===== src/logic/cic_pkg.sv =====
// Package of constants, register map and types for the contact input conditioner
package cic_pkg;

  // ----------------------------------------
  // Geometry
  // ----------------------------------------
  localparam int unsigned NUM_INPUTS = 8;
  localparam int unsigned NUM_BUILTIN = 4;
  localparam int unsigned NUM_PAIRS = 4;
  localparam int unsigned DEB_W = 10;

  // ----------------------------------------
  // Timing
  // ----------------------------------------
  localparam int unsigned CLK_HZ = 100_000_000;
  localparam int unsigned TICK_MS = 1;
  localparam int unsigned TICK_CYCLES = CLK_HZ / 1000 * TICK_MS;
  localparam int unsigned TICK_W = 17;
  localparam logic [9:0] DEB_MIN_MS = 10'h001;
  localparam logic [9:0] DEB_MAX_MS = 10'h3e8;
  localparam logic [9:0] DEB_RESET_MS = 10'h00a;

  // ----------------------------------------
  // Register offsets (byte addresses)
  // ----------------------------------------
  localparam logic [7:0] OFS_MODE = 8'h00;
  localparam logic [7:0] OFS_POLARITY = 8'h04;
  localparam logic [7:0] OFS_TRIG_EN = 8'h08;
  localparam logic [7:0] OFS_CONTROL = 8'h0c;
  localparam logic [7:0] OFS_SYNC_SEL = 8'h10;
  localparam logic [7:0] OFS_STATE = 8'h14;
  localparam logic [7:0] OFS_PRESENT = 8'h18;
  localparam logic [7:0] OFS_DEB_BASE = 8'h20;
  localparam logic [7:0] OFS_EVENT_CNT_BASE = 8'h40;

  // ----------------------------------------
  // Reset values and fields
  // ----------------------------------------
  localparam logic [7:0] MODE_RESET = 8'h00;
  localparam logic [7:0] POLARITY_RESET = 8'h00;
  localparam logic [7:0] TRIG_EN_RESET = 8'h00;
  localparam logic CONTROL_RESET = 1'b0;
  localparam int unsigned SYNC_INPUT_LSB = 0;
  localparam int unsigned SYNC_KIND_LSB = 4;

  typedef enum logic [1:0] {
    CIC_SYNC_NONE,
    CIC_SYNC_MINUTE,
    CIC_SYNC_SECOND
  } cic_sync_kind_e;

  typedef struct packed {
    cic_sync_kind_e kind;
    logic [2:0]     input_index;
  } cic_sync_sel_s;

  localparam cic_sync_sel_s SYNC_SEL_RESET = '{kind: CIC_SYNC_NONE, input_index: 3'h0};

  typedef struct packed {
    logic [NUM_INPUTS-1:0] rise;
    logic [NUM_INPUTS-1:0] fall;
    logic [NUM_INPUTS-1:0] level;
  } cic_edges_s;

endpackage


===== src/logic/cic_tick_gen.sv =====
// One-millisecond tick generator for the debounce timers
`timescale 1ns/100ps
module cic_tick_gen #(
  parameter int unsigned CYCLES = cic_pkg::TICK_CYCLES
) (
  input  wire logic core_clk,
  input  wire logic reset_n,
  input  wire logic clk_en,
  output logic      tick
);

  logic [cic_pkg::TICK_W-1:0] count;
  wire                         wrap = (count == cic_pkg::TICK_W'(CYCLES - 1));

  // ----------------------------------------
  // Counter
  // ----------------------------------------
  always_ff @(posedge core_clk or negedge reset_n) begin
    if (!reset_n) begin
      count <= '0;
      tick  <= 1'b0;
    end else if (clk_en) begin
      count <= wrap ? '0 : count + 1'b1;
      tick  <= wrap;
    end
  end

endmodule


===== src/logic/cic_debounce.sv =====
// Synchroniser and debounce filter for one contact input
`timescale 1ns/100ps
module cic_debounce (
  input  wire logic       core_clk,
  input  wire logic       reset_n,
  input  wire logic       clk_en,
  input  wire logic       tick,
  input  wire logic [9:0] deb_ms,
  input  wire logic       raw_in,
  output logic            stable
);

  logic       sync_a;
  logic       sync_b;
  logic [9:0] elapsed;
  wire        differs = (sync_b != stable);
  wire        expired = (elapsed >= deb_ms);

  // ----------------------------------------
  // Filter
  // ----------------------------------------
  always_ff @(posedge core_clk or negedge reset_n) begin
    if (!reset_n) begin
      sync_a  <= 1'b0;
      sync_b  <= 1'b0;
      elapsed <= '0;
      stable  <= 1'b0;
    end else if (clk_en) begin
      sync_a <= raw_in;
      sync_b <= sync_a;
      if (!differs) begin
        elapsed <= '0;
      end else if (expired) begin
        stable  <= sync_b;
        elapsed <= '0;
      end else if (tick) begin
        elapsed <= elapsed + 1'b1;
      end
    end
  end

endmodule


===== src/logic/cic_top.sv =====
// Contact input conditioner: debounce, pulse events, clock alignment and fault trigger
//
// The AHB-Lite slave port and the address map were decided locally.
`timescale 1ns/100ps
module cic_top #(
  parameter int unsigned TICK_CYCLES = cic_pkg::TICK_CYCLES
) (
  // ----------------------------------------
  // Clocking
  // ----------------------------------------
  input  wire logic        core_clk,
  input  wire logic        reset_n,
  input  wire logic        clk_en,
  // ----------------------------------------
  // Register bus
  // ----------------------------------------
  input  wire logic        hsel,
  input  wire logic [31:0] haddr,
  input  wire logic [1:0]  htrans,
  input  wire logic        hwrite,
  input  wire logic [2:0]  hsize,
  input  wire logic [31:0] hwdata,
  input  wire logic        hready,
  output logic [31:0]      hrdata,
  output logic             hreadyout,
  output logic             hresp,
  // ----------------------------------------
  // Contacts and events
  // ----------------------------------------
  input  wire logic [7:0]  sense_in,
  input  wire logic [3:0]  expansion_present,
  input  wire logic        analog_fault_trig,
  output logic [7:0]       input_event,
  output logic             second_align_pulse,
  output logic             minute_align_pulse,
  output logic             ext_fault_event,
  output logic             fault_record_start
);

  // ----------------------------------------
  // Registers and state
  // ----------------------------------------
  logic [7:0]             transition_pulse_mode;
  logic [7:0]             polarity_invert;
  logic [7:0]             trig_en;
  logic                   ext_trig_enable;
  cic_pkg::cic_sync_sel_s sync_sel;
  logic [9:0]             deb_ms [cic_pkg::NUM_PAIRS];
  logic [7:0]             stable;
  logic [7:0]             stable_q;
  logic                   trig_blocked;
  logic [3:0]             present_q1;
  logic [3:0]             present_q2;
  logic                   analog_q1;
  logic                   analog_q2;
  logic                   tick;
  logic                   wr_pend;
  logic [7:0]             wr_addr;
  cic_pkg::cic_edges_s    edges;

  // ----------------------------------------
  // Bus decode
  // ----------------------------------------
  wire        addr_phase = hsel && hready && htrans[1];
  wire [7:0]  rd_addr    = haddr[7:0];
  wire        do_write   = wr_pend;
  wire        wr_mode    = do_write && (wr_addr == cic_pkg::OFS_MODE);
  wire        wr_pol     = do_write && (wr_addr == cic_pkg::OFS_POLARITY);
  wire        wr_trig    = do_write && (wr_addr == cic_pkg::OFS_TRIG_EN);
  wire        wr_ctrl    = do_write && (wr_addr == cic_pkg::OFS_CONTROL);
  wire        wr_sync    = do_write && (wr_addr == cic_pkg::OFS_SYNC_SEL);
  wire        wr_deb_any = do_write && (wr_addr[7:5] == cic_pkg::OFS_DEB_BASE[7:5]) && (wr_addr[1:0] == 2'h0);
  wire [1:0]  wr_pair    = wr_addr[4:3];
  wire [9:0]  deb_new    = hwdata[9:0];
  wire        deb_ok     = (deb_new >= cic_pkg::DEB_MIN_MS) && (deb_new <= cic_pkg::DEB_MAX_MS);
  wire [1:0]  sync_kind  = hwdata[cic_pkg::SYNC_KIND_LSB +: 2];
  wire [2:0]  sync_idx   = hwdata[cic_pkg::SYNC_INPUT_LSB +: 3];
  // second source limited to built-in inputs
  wire        sync_ok    = (sync_kind == 2'(cic_pkg::CIC_SYNC_NONE))
                        || (sync_kind == 2'(cic_pkg::CIC_SYNC_MINUTE))
                        || ((sync_kind == 2'(cic_pkg::CIC_SYNC_SECOND)) && !sync_idx[2]);
  wire        deb_word   = (rd_addr[7:5] == cic_pkg::OFS_DEB_BASE[7:5]) && (rd_addr[1:0] == 2'h0);

  // built-in always present, expansion by strap
  wire [7:0]  present    = {present_q2, 4'hf};

  // ----------------------------------------
  // Read data select
  // ----------------------------------------
  logic [31:0] rd_mux;
  always_comb begin
    rd_mux = 32'h0000_0000;
    if (deb_word) begin
      // both words of a pair read the shared value
      rd_mux = {22'h00_0000, deb_ms[rd_addr[4:3]]};
    end else begin
      unique case (rd_addr)
        cic_pkg::OFS_MODE:     rd_mux = {24'h00_0000, transition_pulse_mode};
        cic_pkg::OFS_POLARITY: rd_mux = {24'h00_0000, polarity_invert};
        cic_pkg::OFS_TRIG_EN:  rd_mux = {24'h00_0000, trig_en};
        cic_pkg::OFS_CONTROL:  rd_mux = {30'h0000_0000, trig_blocked, ext_trig_enable};
        cic_pkg::OFS_SYNC_SEL: rd_mux = {26'h000_0000, sync_sel.kind, 1'b0, sync_sel.input_index};
        cic_pkg::OFS_STATE:    rd_mux = {24'h00_0000, stable};
        cic_pkg::OFS_PRESENT:  rd_mux = {24'h00_0000, present};
        default:               rd_mux = 32'h0000_0000;
      endcase
    end
  end

  // ----------------------------------------
  // Bus answer
  // ----------------------------------------
  // Zero wait states and always OKAY
  assign hreadyout = 1'b1;
  assign hresp     = 1'b0;

  // Writes land in the data phase, when hwdata stands
  always_ff @(posedge core_clk or negedge reset_n) begin
    if (!reset_n) begin
      wr_pend <= 1'b0;
      wr_addr <= 8'h00;
    end else if (clk_en) begin
      wr_pend <= addr_phase && hwrite;
      wr_addr <= rd_addr;
    end
  end

  // Read data held until the next read address phase
  always_ff @(posedge core_clk or negedge reset_n) begin
    if (!reset_n) begin
      hrdata <= 32'h0000_0000;
    end else if (clk_en && addr_phase && !hwrite) begin
      hrdata <= rd_mux;
    end
  end

  // ----------------------------------------
  // Configuration registers
  // ----------------------------------------
  always_ff @(posedge core_clk or negedge reset_n) begin
    if (!reset_n) begin
      transition_pulse_mode <= cic_pkg::MODE_RESET;
      polarity_invert       <= cic_pkg::POLARITY_RESET;
      trig_en               <= cic_pkg::TRIG_EN_RESET;
      ext_trig_enable       <= cic_pkg::CONTROL_RESET;
      sync_sel              <= cic_pkg::SYNC_SEL_RESET;
    end else if (clk_en) begin
      if (wr_mode) transition_pulse_mode <= hwdata[7:0];
      if (wr_pol) polarity_invert <= hwdata[7:0];
      if (wr_trig) trig_en <= hwdata[7:0];
      if (wr_ctrl) ext_trig_enable <= hwdata[0];
      if (wr_sync && sync_ok) sync_sel <= cic_pkg::cic_sync_sel_s'({sync_kind, sync_idx});
    end
  end

  // ----------------------------------------
  // Per-pair debounce settings
  // ----------------------------------------
  genvar p;
  generate
    for (p = 0; p < cic_pkg::NUM_PAIRS; p++) begin : g_pair
      always_ff @(posedge core_clk or negedge reset_n) begin
        if (!reset_n) begin
          deb_ms[p] <= cic_pkg::DEB_RESET_MS;
        end else if (clk_en) begin
          // either input's word writes the pair
          if (wr_deb_any && wr_pair == 2'(p) && deb_ok) deb_ms[p] <= deb_new;
        end
      end
    end
  endgenerate

  // ----------------------------------------
  // Tick and per-input filters
  // ----------------------------------------
  cic_tick_gen #(
    .CYCLES (TICK_CYCLES)
  ) u_tick (
    .core_clk (core_clk),
    .reset_n  (reset_n),
    .clk_en   (clk_en),
    .tick     (tick)
  );

  genvar i;
  generate
    for (i = 0; i < cic_pkg::NUM_INPUTS; i++) begin : g_in
      cic_debounce u_deb (
        .core_clk (core_clk),
        .reset_n  (reset_n),
        .clk_en   (clk_en),
        .tick     (tick),
        .deb_ms   (deb_ms[i/2]),
        .raw_in   (sense_in[i]),
        .stable   (stable[i])
      );
    end
  endgenerate

  // ----------------------------------------
  // Edge detection
  // ----------------------------------------
  // Absent expansion inputs float, so they are masked out
  assign edges = '{rise:  stable & ~stable_q & present,
                   fall:  ~stable & stable_q & present,
                   level: stable & present};

  wire [7:0] pol_edge = (edges.rise & ~polarity_invert) | (edges.fall & polarity_invert);
  wire [7:0] next_event = (transition_pulse_mode & (edges.rise | edges.fall))
                        | (~transition_pulse_mode & pol_edge);

  // ----------------------------------------
  // Sync sources
  // ----------------------------------------
  // sync source edge follows polarity
  wire sync_edge = pol_edge[sync_sel.input_index];
  wire next_second = sync_edge && (sync_sel.kind == cic_pkg::CIC_SYNC_SECOND) && !sync_sel.input_index[2];
  wire next_minute = sync_edge && (sync_sel.kind == cic_pkg::CIC_SYNC_MINUTE);

  // ----------------------------------------
  // Fault trigger arbitration
  // ----------------------------------------
  // closing edge of an enabled input
  wire [7:0] trig_hits = edges.rise & trig_en;
  wire       any_hit   = |trig_hits;
  // re-arm once all enabled inputs released
  wire       all_rel   = ~|(edges.level & trig_en);
  // first wins, simultaneous hits give one event
  wire       next_fault = any_hit && !trig_blocked;

  // block until release, new hit wins over re-arm
  always_ff @(posedge core_clk or negedge reset_n) begin
    if (!reset_n) begin
      trig_blocked <= 1'b0;
    end else if (clk_en) begin
      if (next_fault) trig_blocked <= 1'b1;
      else if (all_rel) trig_blocked <= 1'b0;
    end
  end

  // ----------------------------------------
  // Event outputs
  // ----------------------------------------
  always_ff @(posedge core_clk or negedge reset_n) begin
    if (!reset_n) begin
      stable_q           <= 8'h00;
      input_event        <= 8'h00;
      second_align_pulse <= 1'b0;
      minute_align_pulse <= 1'b0;
      ext_fault_event    <= 1'b0;
    end else if (clk_en) begin
      stable_q           <= stable;
      input_event        <= next_event;
      second_align_pulse <= next_second;
      minute_align_pulse <= next_minute;
      ext_fault_event    <= next_fault;
    end
  end

  // ----------------------------------------
  // Pin synchronisers
  // ----------------------------------------
  // two flops before any logic reads a pin
  always_ff @(posedge core_clk or negedge reset_n) begin
    if (!reset_n) begin
      present_q1 <= 4'h0;
      present_q2 <= 4'h0;
      analog_q1  <= 1'b0;
      analog_q2  <= 1'b0;
    end else if (clk_en) begin
      present_q1 <= expansion_present;
      present_q2 <= present_q1;
      analog_q1  <= analog_fault_trig;
      analog_q2  <= analog_q1;
    end
  end

  // external event passes only when external trigger enabled, analog always
  assign fault_record_start = (ext_fault_event && ext_trig_enable) || analog_q2;

endmodule


===== config.mk =====
export PLATFORM = sky130hd
export DESIGN_NAME = cic_top
export DESIGN_NICKNAME = d
export VERILOG_FILES = /design/src/logic/cic_pkg.sv /design/src/logic/cic_tick_gen.sv /design/src/logic/cic_debounce.sv /design/src/logic/cic_top.sv
export SDC_FILE = /design/constraint.sdc
export NUM_CORES = 1
export LEC_CHECK = 0
export BUFFER_PORTS_ARGS = -buffer_cell sky130_fd_sc_hd__clkbuf_2
export CORE_ASPECT_RATIO = 1.2
export CORE_MARGIN = 4
export CORE_UTILIZATION = 39
export CTS_CLUSTER_SIZE = 30
export DETAILED_ROUTE_END_ITERATION = 8
export HOLD_SLACK_MARGIN = 0.15
export SLEW_MARGIN = 10
export SYNTH_ARGS = -nofsm -noshare
export SYNTH_HDL_FRONTEND = slang
export SYNTH_SLANG_ARGS = --single-unit

===== constraint.sdc =====
create_clock -name core_clk -period 3.1 [get_ports core_clk]
set_input_delay 0.31 -clock core_clk [delete_from_list [all_inputs] [get_ports core_clk]]
set_output_delay 0.31 -clock core_clk [all_outputs]
set_load 0.1 [all_outputs]

==> qor.csv <==
metric;value;unit
core footprint;35200;um2
critical path's slowest cell;nor4_2;
fin util;0.457;
Total GRT Usage;0.184;
Synth top area share;0.417;
GRT overflow;0;
Top Metal Used;met5;
number of I/O pins;134;
Worst-Skew Late Latency;570;ps
clock slew at the register clock pins of the worst setup and hold paths;60;ps
layout cell share with drive strength beyond 1;0.188;
vias in the first global route;11100;
Die Y;215;um
Synth area leaders;dfrtp_1 (42%), ha_1 (8.7%), mux2_2 (8.5%);
DPL Wire Length;25700;um
post-DR vias/cell;5.49;
WP data arrival;2940;ps
PortBufs;59;
met2 wire len;17500;um
nets;1678;
Post-Syn Instances;1398;
max cap viols;0;
most common cell after layout, fill and taps aside;dfrtp_1;
FP Rows;75;
Detailed Route WL;35900;um
met1 WL;15700;um
Syn Area/Cell;9.99;um2
predominant post-synthesis flop cell;dfrtp_1;
post-synthesis sequential area ratio;0.432;
Critical Path Most Common Cell;buf_4;
Area growth, synth to finish;15.1;%
Starting DRT DRC Count;653;
final hold vios;0;
r2r setup slk;610;ps
ratio of total power to cell area;571;nW/um2
crit end category;flop;
highest net fanout along the worst path;5;
YS warnings;0;
Setup violations, final;0;
drt wl/cell;18.2;um
Max Clock Skew;27.1;ps
H-tree Lvls;1;
CTS Sinks;241;
HP Class;primary input to flop;
worst-margin pin slew;692;ps
Initial Utilization;0.397;
WP data required;3540;ps
startpoint types;flop;
first-pass GRT wire length;59000;um
min Tclk post-route;2490;ps
DR pass1 iterations;7;
EDFF count, synth;0;
Clock Path Buffers;3;
Crit path max-delay family;simple AND/OR/NAND/NOR gates;
library cells used by synthesis;63;
full die area;38900;um2
largest area contributor in the netlist;dfrtp_1;
overall die width;181;um
critical-path cell list;nor4_1, buf_4, nand3_1, buf_4, nor4_2, buf_4, mux2_2;
post-route ant nets;0;
CTS tree;built;
Pins Over Slew Limit;0;
crit path buf inv count;3;
RSZ-0062 raised after global routing;false;
hold slack;217;ps
Final Cycle Share;0.804;
Lkg Pwr;7.27;nW
total number of vias;10900;
largest net degree at the start of global routing;87;
length of routed met3 wiring;1690;um
global placement routability congestion;0.855;
Crit Path Category;flop to flop;
run status;finished, final reports clean;
Slew HR;0.534;
maximum vdd ir drop;0.000346;V
Fmax;401;MHz
number of synthesized register bits;241;
Netlist Area Pre-Place;14000;um2
fraction of registers with async set/reset;1.00;
most frequent cells in the layout;dfrtp_1 (233), nand2_1 (113), mux2_2 (106);
DRC Markers;0;
initial antenna violation count;2;
Clk Tree Root Cell;clkbuf_16;
CP max stage delay;540;ps
Setup TNS;0;ps
TritonCTS Buffers;27;
cell families (layout without fill, tap and decap cells):
kind of cell	count (synthesis)	after routing	share of synthesized area
DFF	241	241	0.432
xor gates and xnor gates	22	22	0.0138
and+or+nand+nor	414	414	0.150
AOI/OAI and AO/OA	308	308	0.143
muxes	135	135	0.118
buffers and inverters	179	273	0.0552
adders and majority gates	97	97	0.0869
other	2	25	0.000538
cell type report:
| cell class | count | area, um2 |
|---|---|---|
| Antenna cell | 1 | 2.50 |
| Inverter | 97 | 364 |
| Sequential cell | 241 | 6040 |
| Multi-Input combinational cell | 1000 | 7240 |
| Clock inverter | 13 | 136 |
| Fill cell | 3266 | 19100 |
| Clock buffer | 37 | 793 |
| Timing Repair Buffer | 126 | 926 |
| Tap cell | 462 | 578 |
timing repair:
item,CTS,global route
gates resized for setup,0,0
hold buffers,31,0
setup buffers,0,0
hold endpoints to repair,128,0
path summary, 6_finish.rpt:
path,start,end,cells after the start
min in group asynchronous,reset_n,g_in[4].u_deb.sync_b$_DFFE_PN0P_,2
worst min-delay path,hwdata[4],deb_ms[4]$_DFFE_PN0P_,3
max in group asynchronous,reset_n,g_in[5].u_deb.elapsed[7]$_DFFE_PN0P_,3
worst max register to register,wr_addr[1]$_DFFE_PN0P_,trig_en[7]$_DFFE_PN0P_,7
worst min register to register,input_event[0]$_DFFE_PN0P_,input_event[0]$_DFFE_PN0P_,1
worst max-delay path,wr_addr[1]$_DFFE_PN0P_,trig_en[7]$_DFFE_PN0P_,7
worst reg2reg max path: cells and delay by family (launching register included):
kind	cells	cell delay, ps
buffers and inverters	3	640
flip-flops	1	380
multiplexers	1	340
AND/OR/NAND/NOR	3	1020
metal layers:
layer	global-route usage	vias up
li1	-	5248
met1	0.239	5306
met2	0.320	244
met3	0.0254	63
met4	0.0555	2
met5	0	-
per-stage QoR:
| stage | area [um2] | std cells | power, mW | setup slack, ps |
|---|---|---|---|---|
| finish | 16100 | 1977 | 9.18 | 606 |
| global route | 16100 | 1976 | 9.67 | 351 |
| detailed placement | 14800 | 1895 | 5.90 | 603 |
| global placement | 14800 | 1895 | 5.83 | 640 |
| floorplan | 14100 | 1420 | 5.25 | 866 |
| CTS | 16100 | 1976 | 9.28 | 610 |
cell usage after synthesis, types with 9 or more instances:
master	number
mux2_2	106
buf_4	24
mux2i_1	16
nor4_1	14
xor2_1	9
dfrtp_1	233
nor3_1	24
nor2b_1	14
and3_1	20
o211ai_1	15
xnor2_1	13
mux4_2	13
a21oi_1	55
nand3_1	55
o21ai_0	92
inv_1	96
clkbuf_1	39
nand2_1	113
o311ai_0	21
o22ai_1	18
nand2b_1	26
a21o_1	22
nand4_1	36
ha_1	97
a22o_1	12
nor2_1	73
a22oi_1	18
and2_1	10
buf_1	12
flip-flops by register name, indices dropped and copies added, names as in the netlist, 10 cells and up:
register and cells:
deb_ms 40, g_in.u_deb.elapsed 80, hrdata 10, u_tick.count 17
power by group:
group	total, mW	internal (mW)	leakage [nW]	switching [mW]
registers	3.86	3.45	3.14	0.412
logic	2.01	0.783	3.66	1.23
clock network	3.31	1.96	0.466	1.34
total	9.18	6.19	7.27	2.98
(Power assumes the default switching activity.)
